--- src/hw/mode_ctrl_pkg.sv ---
// package: command codes, modes, response kinds and timing for the reader mode controller
package mode_ctrl_pkg;

  // -----------------------------------------------------------------
  // modes and owners
  // -----------------------------------------------------------------
  typedef enum logic [1:0] {
    MODE_DATA = 2'b00,
    MODE_CMD = 2'b01,
    MODE_DNLD = 2'b10,
    MODE_BOOT = 2'b11
  } mode_t;

  // -----------------------------------------------------------------
  // decoded command kinds
  // -----------------------------------------------------------------
  typedef enum logic [3:0] {
    CMD_TO_DATA = 4'h0,
    CMD_TO_CMD = 4'h1,
    CMD_TO_DNLD = 4'h2,
    CMD_BAUD = 4'h3,
    CMD_LOAD = 4'h4,
    CMD_VERIFY = 4'h5,
    CMD_ERASE = 4'h6,
    CMD_MEMTEST = 4'h7,
    CMD_EXIT_DNLD = 4'h8,
    CMD_OTHER = 4'h9,
    CMD_BAD = 4'hf
  } cmd_kind_t;

  typedef enum logic [1:0] {
    RSP_DONE = 2'b00,
    RSP_ERROR = 2'b01,
    RSP_DATA = 2'b10
  } rsp_kind_t;

  // -----------------------------------------------------------------
  // command digit codes (two hex digits after the start character)
  // -----------------------------------------------------------------
  localparam logic [7:0] CODE_TO_DATA = 8'h00;
  localparam logic [7:0] CODE_TO_CMD = 8'h01;
  localparam logic [7:0] CODE_TO_DNLD = 8'h05;
  localparam logic [7:0] CODE_LOAD = 8'h90;
  localparam logic [7:0] CODE_VERIFY = 8'h91;
  localparam logic [7:0] CODE_ERASE = 8'h96;
  localparam logic [7:0] CODE_MEMTEST = 8'h97;
  localparam logic [7:0] CODE_EXIT_DNLD = 8'h99;
  localparam logic [7:0] CODE_BAUD_HI = 8'h10;
  localparam logic [3:0] CODE_BAUD_LO = 4'h0;

  // -----------------------------------------------------------------
  // serial settings
  // -----------------------------------------------------------------
  typedef struct packed {
    logic [2:0] baud_sel;
    logic two_stop;
    logic [1:0] parity;
    logic xon_xoff;
    logic basic_proto;
  } serial_cfg_t;

  localparam logic [2:0] BAUD_SEL_9600 = 3'h5;
  localparam logic [2:0] BAUD_SEL_MIN = 3'h2;
  localparam logic [2:0] BAUD_SEL_MAX = 3'h7;
  localparam serial_cfg_t DNLD_CFG = '{baud_sel: 3'h5, two_stop: 1'b0, parity: 2'h0,
                                       xon_xoff: 1'b1, basic_proto: 1'b1};
  localparam serial_cfg_t RESET_CFG = '{baud_sel: 3'h5, two_stop: 1'b0, parity: 2'h0,
                                        xon_xoff: 1'b0, basic_proto: 1'b0};

  // -----------------------------------------------------------------
  // a parsed command arriving from the framing logic
  // -----------------------------------------------------------------
  typedef struct packed {
    logic [7:0] code;
    logic [3:0] arg;
    logic has_arg;
  } cmd_t;

  typedef struct packed {
    rsp_kind_t kind;
    logic [7:0] code;
  } rsp_t;

  // -----------------------------------------------------------------
  // interrupt status bit positions
  // -----------------------------------------------------------------
  localparam int IRQ_W = 4;
  localparam int IRQ_MODE = 0;
  localparam int IRQ_ERR = 1;
  localparam int IRQ_DROP = 2;
  localparam int IRQ_BOOT = 3;

  // -----------------------------------------------------------------
  // register offsets
  // -----------------------------------------------------------------
  localparam logic [3:0] REG_STATUS = 4'h0;
  localparam logic [3:0] REG_IRQ_STAT = 4'h1;
  localparam logic [3:0] REG_IRQ_CLR = 4'h2;
  localparam logic [3:0] REG_IRQ_EN = 4'h3;
  localparam logic [3:0] REG_CFG = 4'h4;
  localparam logic [3:0] REG_DROPS = 4'h5;
  localparam logic [IRQ_W-1:0] IRQ_EN_RESET = 4'h0;

  // -----------------------------------------------------------------
  // timing: startup checks take a fixed time
  // -----------------------------------------------------------------
  localparam int CLK_MHZ = 100;
  localparam int STARTUP_US = 20;
  localparam int STARTUP_CYC = STARTUP_US * CLK_MHZ;
  localparam logic [15:0] STARTUP_CYC_W = 16'(STARTUP_CYC);

endpackage

--- src/hw/reader_mode_ctrl.sv ---
// reader mode controller: mode machine, command gating, responses, tag gating and serial settings
module reader_mode_ctrl (
  input wire logic core_clk,
  input wire logic rstn,
  // parsed commands from the framing logic
  input wire logic cmd_valid,
  input wire logic [7:0] cmd_char_hi,
  input wire logic [7:0] cmd_char_lo,
  input wire logic [7:0] cmd_char_arg,
  input wire logic cmd_has_arg,
  // response towards the transmitter
  output logic rsp_valid,
  output mode_ctrl_pkg::rsp_t rsp,
  input wire logic rsp_sent,
  // data-mode messages from tag decode and sensors
  input wire logic tag_valid,
  input wire logic [63:0] tag_id,
  input wire logic sensor_input_a,
  input wire logic sensor_input_b,
  input wire logic presence_no_tag,
  input wire logic buf_overflow,
  output logic msg_valid,
  output logic [2:0] msg_kind,
  output logic [63:0] msg_data,
  // radio, echo and serial settings
  output logic rf_on,
  output logic tag_acq_en,
  output logic echo_en,
  output mode_ctrl_pkg::serial_cfg_t serial_cfg,
  output logic boot_owner,
  output logic startup_run,
  input wire logic startup_ok,
  // register port
  input wire logic [3:0] reg_addr,
  input wire logic [31:0] reg_wdata,
  input wire logic reg_wr,
  input wire logic reg_rd,
  output logic [31:0] reg_rdata,
  output logic irq
);

  // -----------------------------------------------------------------
  // hex digit decode
  // -----------------------------------------------------------------
  // either case of a-f
  function automatic logic [4:0] hex_val(input logic [7:0] c);
    logic [4:0] v;
    v = 5'h10;
    if (c >= 8'h30 && c <= 8'h39) begin
      v = {1'b0, 4'(c - 8'h30)};
    end else if (c >= 8'h41 && c <= 8'h46) begin
      v = {1'b0, 4'(c - 8'h37)};
    end else if (c >= 8'h61 && c <= 8'h66) begin
      v = {1'b0, 4'(c - 8'h57)};
    end
    return v;
  endfunction

  function automatic mode_ctrl_pkg::cmd_kind_t decode(input mode_ctrl_pkg::cmd_t c);
    mode_ctrl_pkg::cmd_kind_t k;
    k = mode_ctrl_pkg::CMD_OTHER;
    case (c.code)
      mode_ctrl_pkg::CODE_TO_DATA: k = mode_ctrl_pkg::CMD_TO_DATA;
      mode_ctrl_pkg::CODE_TO_CMD: k = mode_ctrl_pkg::CMD_TO_CMD;
      mode_ctrl_pkg::CODE_TO_DNLD: k = mode_ctrl_pkg::CMD_TO_DNLD;
      mode_ctrl_pkg::CODE_LOAD: k = mode_ctrl_pkg::CMD_LOAD;
      mode_ctrl_pkg::CODE_VERIFY: k = mode_ctrl_pkg::CMD_VERIFY;
      mode_ctrl_pkg::CODE_ERASE: k = mode_ctrl_pkg::CMD_ERASE;
      mode_ctrl_pkg::CODE_MEMTEST: k = mode_ctrl_pkg::CMD_MEMTEST;
      mode_ctrl_pkg::CODE_EXIT_DNLD: k = mode_ctrl_pkg::CMD_EXIT_DNLD;
      mode_ctrl_pkg::CODE_BAUD_HI: k = mode_ctrl_pkg::CMD_BAUD;
      default: k = mode_ctrl_pkg::CMD_OTHER;
    endcase
    return k;
  endfunction

  // -----------------------------------------------------------------
  // command decode
  // -----------------------------------------------------------------
  logic [4:0] hv_hi;
  logic [4:0] hv_lo;
  logic [4:0] hv_arg;
  mode_ctrl_pkg::cmd_t cmd;
  mode_ctrl_pkg::cmd_kind_t kind;
  logic bad_chars;

  always_comb begin
    hv_hi = hex_val(cmd_char_hi);
    hv_lo = hex_val(cmd_char_lo);
    hv_arg = hex_val(cmd_char_arg);
    cmd.code = {hv_hi[3:0], hv_lo[3:0]};
    cmd.arg = hv_arg[3:0];
    cmd.has_arg = cmd_has_arg;
    bad_chars = hv_hi[4] | hv_lo[4] | (cmd_has_arg & hv_arg[4]);
    kind = bad_chars ? mode_ctrl_pkg::CMD_BAD : decode(cmd);
  end

  // -----------------------------------------------------------------
  // mode machine
  // -----------------------------------------------------------------
  mode_ctrl_pkg::mode_t mode_r;
  mode_ctrl_pkg::mode_t mode_nxt;
  logic accept;
  logic answer;
  logic baud_take;
  logic startup_go;
  logic [15:0] startup_cnt_r;
  logic startup_done;
  mode_ctrl_pkg::rsp_kind_t rkind;

  assign startup_done = startup_run && (startup_cnt_r == 16'h0000) && startup_ok;

  always_comb begin
    mode_nxt = mode_r;
    accept = 1'b0;
    answer = 1'b0;
    baud_take = 1'b0;
    startup_go = 1'b0;
    rkind = mode_ctrl_pkg::RSP_ERROR;
    case (mode_r)
      mode_ctrl_pkg::MODE_DATA: begin
        // only command switch; download refused here
        if (cmd_valid && kind == mode_ctrl_pkg::CMD_TO_CMD) begin
          accept = 1'b1;
          answer = 1'b1;
          rkind = mode_ctrl_pkg::RSP_DONE;
          mode_nxt = mode_ctrl_pkg::MODE_CMD;
        end
      end
      mode_ctrl_pkg::MODE_CMD: begin
        if (cmd_valid) begin
          answer = 1'b1;
          case (kind)
            mode_ctrl_pkg::CMD_TO_DATA: begin
              accept = 1'b1;
              rkind = mode_ctrl_pkg::RSP_DONE;
              mode_nxt = mode_ctrl_pkg::MODE_DATA;
            end
            mode_ctrl_pkg::CMD_TO_CMD: begin
              accept = 1'b1;
              rkind = mode_ctrl_pkg::RSP_DONE;
            end
            mode_ctrl_pkg::CMD_TO_DNLD: begin
              accept = 1'b1;
              rkind = mode_ctrl_pkg::RSP_DONE;
              mode_nxt = mode_ctrl_pkg::MODE_DNLD;
            end
            mode_ctrl_pkg::CMD_BAUD: begin
              if (cmd.has_arg && cmd.arg[3] == 1'b0 && cmd.arg[2:0] >= mode_ctrl_pkg::BAUD_SEL_MIN) begin
                accept = 1'b1;
                baud_take = 1'b1;
                rkind = mode_ctrl_pkg::RSP_DONE;
              end
            end
            mode_ctrl_pkg::CMD_OTHER: begin
              accept = 1'b1;
              rkind = mode_ctrl_pkg::RSP_DATA;
            end
            default: rkind = mode_ctrl_pkg::RSP_ERROR;
          endcase
        end
      end
      mode_ctrl_pkg::MODE_DNLD: begin
        if (cmd_valid) begin
          answer = 1'b1;
          case (kind)
            mode_ctrl_pkg::CMD_LOAD, mode_ctrl_pkg::CMD_VERIFY, mode_ctrl_pkg::CMD_ERASE,
            mode_ctrl_pkg::CMD_MEMTEST: begin
              accept = 1'b1;
              rkind = mode_ctrl_pkg::RSP_DONE;
            end
            mode_ctrl_pkg::CMD_EXIT_DNLD: begin
              accept = 1'b1;
              rkind = mode_ctrl_pkg::RSP_DONE;
              startup_go = 1'b1;
              mode_nxt = mode_ctrl_pkg::MODE_BOOT;
            end
            default: rkind = mode_ctrl_pkg::RSP_ERROR;
          endcase
        end
      end
      mode_ctrl_pkg::MODE_BOOT: begin
        if (startup_done) begin
          mode_nxt = mode_ctrl_pkg::MODE_DATA;
        end
      end
      default: mode_nxt = mode_ctrl_pkg::MODE_DATA;
    endcase
  end

  always_ff @(posedge core_clk or negedge rstn) begin
    if (!rstn) begin
      mode_r <= mode_ctrl_pkg::MODE_DATA;
    end else begin
      mode_r <= mode_nxt;
    end
  end

  // -----------------------------------------------------------------
  // startup sequencer
  // -----------------------------------------------------------------
  // boot side owns startup and download
  always_ff @(posedge core_clk or negedge rstn) begin
    if (!rstn) begin
      startup_run <= 1'b0;
      startup_cnt_r <= 16'h0000;
    end else if (startup_go) begin
      startup_run <= 1'b1;
      startup_cnt_r <= mode_ctrl_pkg::STARTUP_CYC_W;
    end else if (startup_done) begin
      startup_run <= 1'b0;
    end else if (startup_run && startup_cnt_r != 16'h0000) begin
      startup_cnt_r <= startup_cnt_r - 16'h0001;
    end
  end

  always_ff @(posedge core_clk or negedge rstn) begin
    if (!rstn) begin
      boot_owner <= 1'b0;
    end else begin
      boot_owner <= (mode_nxt == mode_ctrl_pkg::MODE_DNLD) || (mode_nxt == mode_ctrl_pkg::MODE_BOOT);
    end
  end

  // -----------------------------------------------------------------
  // response
  // -----------------------------------------------------------------
  always_ff @(posedge core_clk or negedge rstn) begin
    if (!rstn) begin
      rsp_valid <= 1'b0;
      rsp <= '{kind: mode_ctrl_pkg::RSP_DONE, code: 8'h00};
    end else if (answer) begin
      rsp_valid <= 1'b1;
      rsp <= '{kind: rkind, code: cmd.code};
    end else if (rsp_sent) begin
      rsp_valid <= 1'b0;
    end
  end

  // -----------------------------------------------------------------
  // serial settings
  // -----------------------------------------------------------------
  mode_ctrl_pkg::serial_cfg_t cfg_r;
  logic [2:0] baud_pend_r;
  logic baud_pend_valid_r;

  // new rate waits for done to leave
  always_ff @(posedge core_clk or negedge rstn) begin
    if (!rstn) begin
      baud_pend_r <= mode_ctrl_pkg::BAUD_SEL_9600;
      baud_pend_valid_r <= 1'b0;
      cfg_r <= mode_ctrl_pkg::RESET_CFG;
    end else begin
      if (baud_take) begin
        baud_pend_r <= cmd.arg[2:0];
        baud_pend_valid_r <= 1'b1;
      end else if (baud_pend_valid_r && rsp_sent) begin
        cfg_r.baud_sel <= baud_pend_r;
        baud_pend_valid_r <= 1'b0;
      end
      if (reg_wr && reg_addr == mode_ctrl_pkg::REG_CFG) begin
        cfg_r.two_stop <= reg_wdata[3];
        cfg_r.parity <= reg_wdata[5:4];
        cfg_r.xon_xoff <= reg_wdata[6];
        cfg_r.basic_proto <= reg_wdata[7];
      end
    end
  end

  // fixed settings while boot side runs
  always_ff @(posedge core_clk or negedge rstn) begin
    if (!rstn) begin
      serial_cfg <= mode_ctrl_pkg::RESET_CFG;
    end else if (mode_r == mode_ctrl_pkg::MODE_DNLD || mode_r == mode_ctrl_pkg::MODE_BOOT) begin
      serial_cfg <= mode_ctrl_pkg::DNLD_CFG;
    end else begin
      serial_cfg <= cfg_r;
    end
  end

  // -----------------------------------------------------------------
  // radio, tag gating, echo
  // -----------------------------------------------------------------
  logic in_data;
  assign in_data = (mode_nxt == mode_ctrl_pkg::MODE_DATA);

  // radio off outside data mode; and no echo in download
  always_ff @(posedge core_clk or negedge rstn) begin
    if (!rstn) begin
      rf_on <= 1'b1;
      tag_acq_en <= 1'b1;
      echo_en <= 1'b1;
    end else begin
      rf_on <= in_data;
      tag_acq_en <= in_data;
      echo_en <= (mode_nxt != mode_ctrl_pkg::MODE_DNLD) && (mode_nxt != mode_ctrl_pkg::MODE_BOOT);
    end
  end

  // -----------------------------------------------------------------
  // data-mode messages
  // -----------------------------------------------------------------
  logic sens_a_r;
  logic sens_b_r;
  logic sens_chg;
  logic drop;
  logic [15:0] drops_r;

  assign sens_chg = (sensor_input_a != sens_a_r) || (sensor_input_b != sens_b_r);
  assign drop = tag_valid && (mode_r != mode_ctrl_pkg::MODE_DATA);

  // forward tags and reports; drop tags elsewhere
  always_ff @(posedge core_clk or negedge rstn) begin
    if (!rstn) begin
      msg_valid <= 1'b0;
      msg_kind <= 3'h0;
      msg_data <= 64'h0;
      sens_a_r <= 1'b0;
      sens_b_r <= 1'b0;
    end else begin
      sens_a_r <= sensor_input_a;
      sens_b_r <= sensor_input_b;
      msg_valid <= 1'b0;
      if (mode_r == mode_ctrl_pkg::MODE_DATA) begin
        if (tag_valid) begin
          msg_valid <= 1'b1;
          msg_kind <= 3'h0;
          msg_data <= tag_id;
        end else if (sens_chg) begin
          msg_valid <= 1'b1;
          msg_kind <= 3'h1;
          msg_data <= {62'h0, sensor_input_b, sensor_input_a};
        end else if (presence_no_tag) begin
          msg_valid <= 1'b1;
          msg_kind <= 3'h2;
          msg_data <= 64'h0;
        end else if (buf_overflow) begin
          msg_valid <= 1'b1;
          msg_kind <= 3'h3;
          msg_data <= 64'h0;
        end
      end
    end
  end

  always_ff @(posedge core_clk or negedge rstn) begin
    if (!rstn) begin
      drops_r <= 16'h0000;
    end else if (drop && drops_r != 16'hffff) begin
      drops_r <= drops_r + 16'h0001;
    end
  end

  // -----------------------------------------------------------------
  // interrupts and registers
  // -----------------------------------------------------------------
  logic [mode_ctrl_pkg::IRQ_W-1:0] irq_stat_r;
  logic [mode_ctrl_pkg::IRQ_W-1:0] irq_en_r;
  logic [mode_ctrl_pkg::IRQ_W-1:0] irq_set;
  logic [mode_ctrl_pkg::IRQ_W-1:0] irq_clr;

  always_comb begin
    irq_set = '0;
    irq_set[mode_ctrl_pkg::IRQ_MODE] = (mode_nxt != mode_r);
    irq_set[mode_ctrl_pkg::IRQ_ERR] = answer && (rkind == mode_ctrl_pkg::RSP_ERROR);
    irq_set[mode_ctrl_pkg::IRQ_DROP] = drop;
    irq_set[mode_ctrl_pkg::IRQ_BOOT] = startup_done;
    irq_clr = (reg_wr && reg_addr == mode_ctrl_pkg::REG_IRQ_CLR) ? reg_wdata[mode_ctrl_pkg::IRQ_W-1:0] : '0;
  end

  // set beats a clear in the same cycle
  always_ff @(posedge core_clk or negedge rstn) begin
    if (!rstn) begin
      irq_stat_r <= '0;
      irq_en_r <= mode_ctrl_pkg::IRQ_EN_RESET;
      irq <= 1'b0;
    end else begin
      irq_stat_r <= (irq_stat_r & ~irq_clr) | irq_set;
      if (reg_wr && reg_addr == mode_ctrl_pkg::REG_IRQ_EN) begin
        irq_en_r <= reg_wdata[mode_ctrl_pkg::IRQ_W-1:0];
      end
      irq <= |(((irq_stat_r & ~irq_clr) | irq_set) & irq_en_r);
    end
  end

  always_ff @(posedge core_clk or negedge rstn) begin
    if (!rstn) begin
      reg_rdata <= 32'h0;
    end else if (reg_rd) begin
      case (reg_addr)
        mode_ctrl_pkg::REG_STATUS: reg_rdata <= {26'h0, baud_pend_valid_r, startup_run, rf_on, boot_owner, mode_r};
        mode_ctrl_pkg::REG_IRQ_STAT: reg_rdata <= {28'h0, irq_stat_r};
        mode_ctrl_pkg::REG_IRQ_EN: reg_rdata <= {28'h0, irq_en_r};
        mode_ctrl_pkg::REG_CFG: reg_rdata <= {24'h0, cfg_r.basic_proto, cfg_r.xon_xoff, cfg_r.parity, cfg_r.two_stop,
                                              cfg_r.baud_sel};
        mode_ctrl_pkg::REG_DROPS: reg_rdata <= {16'h0, drops_r};
        default: reg_rdata <= 32'h0;
      endcase
    end else begin
      reg_rdata <= 32'h0;
    end
  end

endmodule

--- config.mk ---
export PLATFORM = sky130hd
export DESIGN_NAME = reader_mode_ctrl
export DESIGN_NICKNAME = d
export VERILOG_FILES = /design/src/hw/mode_ctrl_pkg.sv /design/src/hw/reader_mode_ctrl.sv
export SDC_FILE = /design/constraint.sdc
export NUM_CORES = 1
export LEC_CHECK = 0
export BUFFER_PORTS_ARGS = -buffer_cell sky130_fd_sc_hd__buf_2
export CAP_MARGIN = 20
export CORE_AREA = 2 2 142 110
export DETAILED_ROUTE_END_ITERATION = 7
export DIE_AREA = 0 0 144 112
export GPL_TIMING_DRIVEN = 0
export HOLD_SLACK_MARGIN = 0.02
export PLACE_DENSITY_LB_ADDON = 0.2
export SYNTH_ARGS = -nofsm -noshare
export SYNTH_HDL_FRONTEND = slang
export SYNTH_SLANG_ARGS = --single-unit
export TNS_END_PERCENT = 50
--- constraint.sdc ---
create_clock -name core_clk -period 6.3 [get_ports core_clk]
set_input_delay 1.26 -clock core_clk [delete_from_list [all_inputs] [get_ports core_clk]]
set_output_delay 1.26 -clock core_clk [all_outputs]
set_load 0.01 [all_outputs]
==> metrics.cfg, run 1 <==
[routing]
wl_per_cell_um=14.8
drtPass1Iterations=4
route.detailed.drc=0
ant_nets=0
via_per_inst=5.26
vias=6807
drt_iter0_markers=370
wl_um=19100

[clock_network]
clkLatencyLatePin_ps=430
post-cts-setup-buffer-count=0
cts_tree=built
cts_buffer_depth=2
cts.hold.buffers_added=0
root_buffer=clkbuf_16
post_cts_resized=0
cts.sinks=162
htreeDepth=4
clk_pin_slew_ps=60
cts_buffers=17

[sta]
setup_viol_count_final=0
worst_slew_margin_rel_pct=34.0
rsz0062_at_grt=false
fmax_mhz=228
drv_slew=0
hold_viol_final=0
tightest_slew_ps=977
setup_ws_ps=1910
skew_ps=11.8
fin_crit_ps=4390
hold_ws_ps=461
final.setup.tns_ps=0
fin_crit_sh_pct=69.6

[floorplanning]
rows=39
io_pins=262
initial_core_util_pct=53.7
die_width_um=144
coreArea_sq_mm=0.0148
die_area_sq_mm=0.0161
chipHeight_um=112

[yosys]
synth.distinct_cells=77
ys_async_sr_fraction_pct=100
syn_area_per_cell_sq_um=9.67
yosys-top-cells-count=nand2_1, dfrtp_1, nand3_1
synth_top_area_share_pct=48.5
synth_flop_cell=dfrtp_1
yosysTopAreaCell=dfrtp_1
ys_seq_area_share_pct=51.2
synth_edf_count=0
netlist_instances=821
synth.most_common_cell=nand2_1
synth-warning-count=0
synth-seq-cells=162
synth_area_sq_mm=0.00794
synth_area_leaders=dfrtp_1, nand2_1, nand3_1

[critical_path]
path_class=in -> reg
worstPathMaxFanout=7
cp-end-kind=flip-flop
worstPathRequired_ps=6610
worstSetupStartpointType=input port
critPathArrivalTime_ps=4690

[pwr]
peakVddDrop_v=0.000262
pwr-share-comb_pct=15.4
clockPowerShare_pct=38.2
switchingPower_uw=711
leakage_uw=0.00502
p_seq_share_pct=46.4
internal_power_uw=1810
swShare_pct=28.2
pwr_density_cell_mw_per_mm2=253

[layout]
syn_to_final_growth_pct=25.4
drive_above_1_share_pct=30.2
multiInputGateArea_sq_mm=0.00357
fin_util_pct=67.3
nFillCells=1198
regArea_sq_mm=0.00406
nNetsFinal=1229

[placement]
gp_congestion=0.849
dp_slack_ps=1500
io_buffers=219
dp_hpwl_um=14100

[global_route]
antenna_found_initial=1
grt_first_pass_wirelength_um=31200
gr-total-overflow=0
grt_start_max_net_pins=112
grt_pass1_vias=6421
track_usage_pct=24.6

[outcome]
status=complete, no violations

[min_path]
hp-class=reg -> reg

[run]
maxCapViolations=0

[logic make-up (layout without fill, tap and decap cells)]
logic type | count (synthesis) | after routing | synth area share [%]
AND/OR/NAND/NOR | 404 | 404 | 24.4
flip-flops | 162 | 162 | 51.2
AO/OA/AOI/OAI | 109 | 109 | 10.1
buffers and inverters | 73 | 325 | 4.59
XOR/XNOR | 30 | 30 | 3.31
multiplexers | 26 | 26 | 3.88
adder cells (fa/ha/maj) | 16 | 16 | 2.52
other | 1 | 18 | 0.0472
[per-stage QoR]
step,cell area [sq um],power [uW],std cells
6_report,9950,2520,1295
4_1_cts,9950,2550,1294
3_5_place_dp,9390,1570,1262
5_1_grt,9950,2650,1295
2_1_floorplan,8000,1400,837
3_3_place_gp,9350,1560,1261
[final timing paths]
kind                                       start  slack, ps      endpoint  cells after the start
worst min register to register      msg_data[62]        460  msg_data[62]                      2
worst max-delay path              cmd_char_lo[4]       1910      cfg_r[6]                     11
max in group asynchronous                   rstn       4700   msg_data[3]                      2
worst min-delay path                msg_data[62]        460  msg_data[62]                      2
min in group asynchronous                   rstn        730     rsp_valid                      1
worst max register to register  startup_cnt_r[7]       2750           irq                      9
[sequential cells by signal (all words and copies together) (netlist names), 2 cells and up]
signal,count
cfg_r,8
irq_en_r,4
startup_cnt_r,16
serial_cfg,8
drops_r,16
msg_kind,2
msg_data,64
reg_rdata,16
baud_pend_r,3
irq_stat_r,4
rsp,10
[area by class of cell]
class | count | share of cell area (%)
flip-flops and latches | 162 | 40.8
multi-input cells | 602 | 35.9
repair buffers | 220 | 11.4
clock buffers | 18 | 4.41
plain buffers | 52 | 2.87
well taps | 205 | 2.58
clock inverters | 14 | 1.24
inverters | 21 | 0.792
diodes | 1 | 0.0251
[worst max-delay path: stages]
cell,delay [ps]
buf_2,110
nor4b_1,610
nand3_1,210
and2_1,200
clkbuf_1,190
nor4b_1,870
a211oi_1,160
a21bo_2,290
and4bb_2,390
nor2_1,120
mux2_2,280
[routing by layer]
layer  global-route usage [%]  part of all wire [%]  vias up
met5                        0                     0        -
li1                         -                     -     3339
met2                     37.7                    45      263
met1                     34.8                    46     3186
met4                     6.08                   1.2        0
met3                     7.18                   8.3       19
[cell usage in the layout, fill, tap and decap left out, types with 18 or more instances in the layout]
| cell type | instances |
|---|---|
| clkbuf_1 | 28 |
| inv_1 | 21 |
| nor2_1 | 46 |
| nand3_1 | 84 |
| buf_2 | 218 |
| o21ai_0 | 20 |
| mux2_2 | 18 |
| nand2_1 | 178 |
| dfrtp_1 | 154 |
| xnor2_1 | 19 |
| buf_4 | 18 |
[power by group through the flow]
stage	Sequential, uW	Combinational [uW]	Clock (uW)
final	1170	388	962
after global routing	1180	435	1030
after CTS	1170	391	984
after detailed placement	1190	386	0
after global placement	1190	378	0
after floorplan	1200	200	0
No activity file was read; power rests on OpenSTA's default activity.
==> run 2: changes to the inputs <==
- CORE_AREA: 2 2 142 110 -> 2 2 148 114
- DIE_AREA: 0 0 144 112 -> 0 0 150 116
- clock period: 6.3 -> 4.4 ns (I/O delays scaled with it)
==> metrics.cfg, run 2 (synthesis results as in run 1) <==
[routing]
via_per_inst=5.18  ; -1.4%
ant_nets=0  ; unchanged
vias=6734  ; -1.1%
wl_um=19400  ; +1.3%
wl_per_cell_um=14.9  ; +1.0%
drtPass1Iterations=4  ; unchanged
drt_iter0_markers=359  ; -3.0%
route.detailed.drc=0  ; unchanged

[layout]
syn_to_final_growth_pct=25.4  ; about the same
drive_above_1_share_pct=30.1  ; -0.064 points
layout_common_cells=buf_2, nand2_1, dfrtp_1
nNetsFinal=1229  ; unchanged
regMostFlops=msg_data
final_common_cell=buf_2
fin_cells=1299  ; +0.31%
fin_util_pct=63.0  ; -4.4 points
largest_reg_flops=64  ; unchanged

[sta]
drv_slew=0  ; unchanged
rsz0062_at_grt=false
skew_ps=12.9  ; +1.09 ps
fin_crit_sh_pct=92.2
tightest_slew_ps=937  ; -39.8 ps
setup_ws_ps=343  ; -1570 ps
worst_slew_margin_rel_pct=37.5  ; +3.5 points
final.setup.tns_ps=0  ; unchanged
fmax_mhz=246
setup_viol_count_final=0  ; unchanged
hold_viol_final=0  ; unchanged
fin_crit_ps=4060

[critical_path]
path_class=in -> reg
worstSetupStartpointType=input port
critPathArrivalTime_ps=4380  ; -310 ps
cp-end-kind=flip-flop
path_cells=buf_2, or4b_4, a311o_1, a222oi_1, and2_1, nand2_1, or4_4, buf_6, a21oi_1, nand4_1, o211ai_1
worstPathRequired_ps=4730  ; -1880 ps
cp_slowest_stage_delay_ps=810  ; -60 ps
crit_slowest_cell=a222oi_1
worstPathMaxFanout=8  ; +1

[pwr]
pwr_density_cell_mw_per_mm2=366  ; +44%
leakage_uw=0.00502  ; about the same
peakVddDrop_v=0.000238  ; -9.0%

[outcome]
status=complete, no violations

[clock_network]
cts_buffer_depth=2  ; unchanged
cts_tree=built
clk_pin_slew_ps=70  ; about the same
root_buffer=clkbuf_16
post-cts-setup-buffer-count=0  ; unchanged
htreeDepth=4  ; unchanged
clkLatencyLatePin_ps=430  ; about the same
cts.sinks=162  ; unchanged
post_cts_resized=0  ; unchanged
cts.hold.buffers_added=0  ; unchanged
cts_buffers=17  ; unchanged

[floorplanning]
rows=40  ; +2.6%
chipHeight_um=116  ; +3.6%
die_width_um=150  ; +4.2%
io_pins=262  ; unchanged
die_area_sq_mm=0.0174  ; +7.9%
initial_core_util_pct=50.2  ; -3.5 points
coreArea_sq_mm=0.0158  ; +7.0%

[global_route]
grt_first_pass_wirelength_um=30900  ; -0.97%
grt_pass1_vias=6221  ; -3.1%
gr-total-overflow=0  ; unchanged
track_usage_pct=22.4  ; -2.2 points
antenna_found_initial=2  ; +1
grt_start_max_net_pins=116  ; +3.6%

[placement]
io_buffers=219  ; unchanged
dp_cells=1267  ; +0.40%
dp_hpwl_um=14300  ; +0.87%
dp_slack_ps=-53.3  ; -1560 ps
gp_congestion=0.836  ; -1.6%

[run]
maxCapViolations=0  ; unchanged

[min_path]
hp-class=in -> async

[run 2: final timing paths]
check | from | end | slack, ps | cells after the start
setup / recovery | cmd_char_hi[3] | irq | 340 | 11
hold / removal | rstn | rsp[5] | 340 | 1
setup reg to reg | startup_cnt_r[7] | irq | 870 | 9
hold reg to reg | msg_data[62] | msg_data[62] | 460 | 2
max in group asynchronous | rstn | startup_cnt_r[15] | 3170 | 2
min in group core_clk | msg_data[62] | msg_data[62] | 460 | 2
[run 2: through the flow]
stage / instance area (sq um) / hold WS (ps) / power [uW]
final: 9960 / 342 / 3640
after global routing: 9960 / 353 / 3800
after CTS: 9950 / 345 / 3660
after detailed placement: 9400 / 450 / 2260
after global placement: 9360 / 445 / 2240
after floorplan: 8000 / 449 / 2000
[run 2: layer usage]
layer	vias to the layer above	part of all wire, %	track usage, %
met5	-	0.067	0
met4	2	0.95	6.54
met3	20	7.2	5.94
met2	215	45	34.1
met1	3167	47	32.0
li1	3330	-	-
[run 2: power by group]
| part | total, uW | switching, uW | internal (uW) |
|---|---|---|---|
| registers | 1680 | 77.2 | 1600 |
| clock network | 1410 | 622 | 784 |
| logic | 555 | 319 | 236 |
[run 2: area by class of cell]
cell class / count / area [sq um]
fill: 1361 / 5860
sequential: 162 / 4060
multi-input combinational: 602 / 3570
timing repair buffer: 220 / 1130
clock buffer: 17 / 425
buffer: 52 / 285
tap: 210 / 263
clock inverter: 14 / 133
inverter: 21 / 78.8
antenna: 1 / 2.50
[run 2: worst max-delay path, delay by kind of cell]
kind,cells,cell delay [ps]
buf+inv,2,290
simple gates,5,1530
compound gates,4,1660
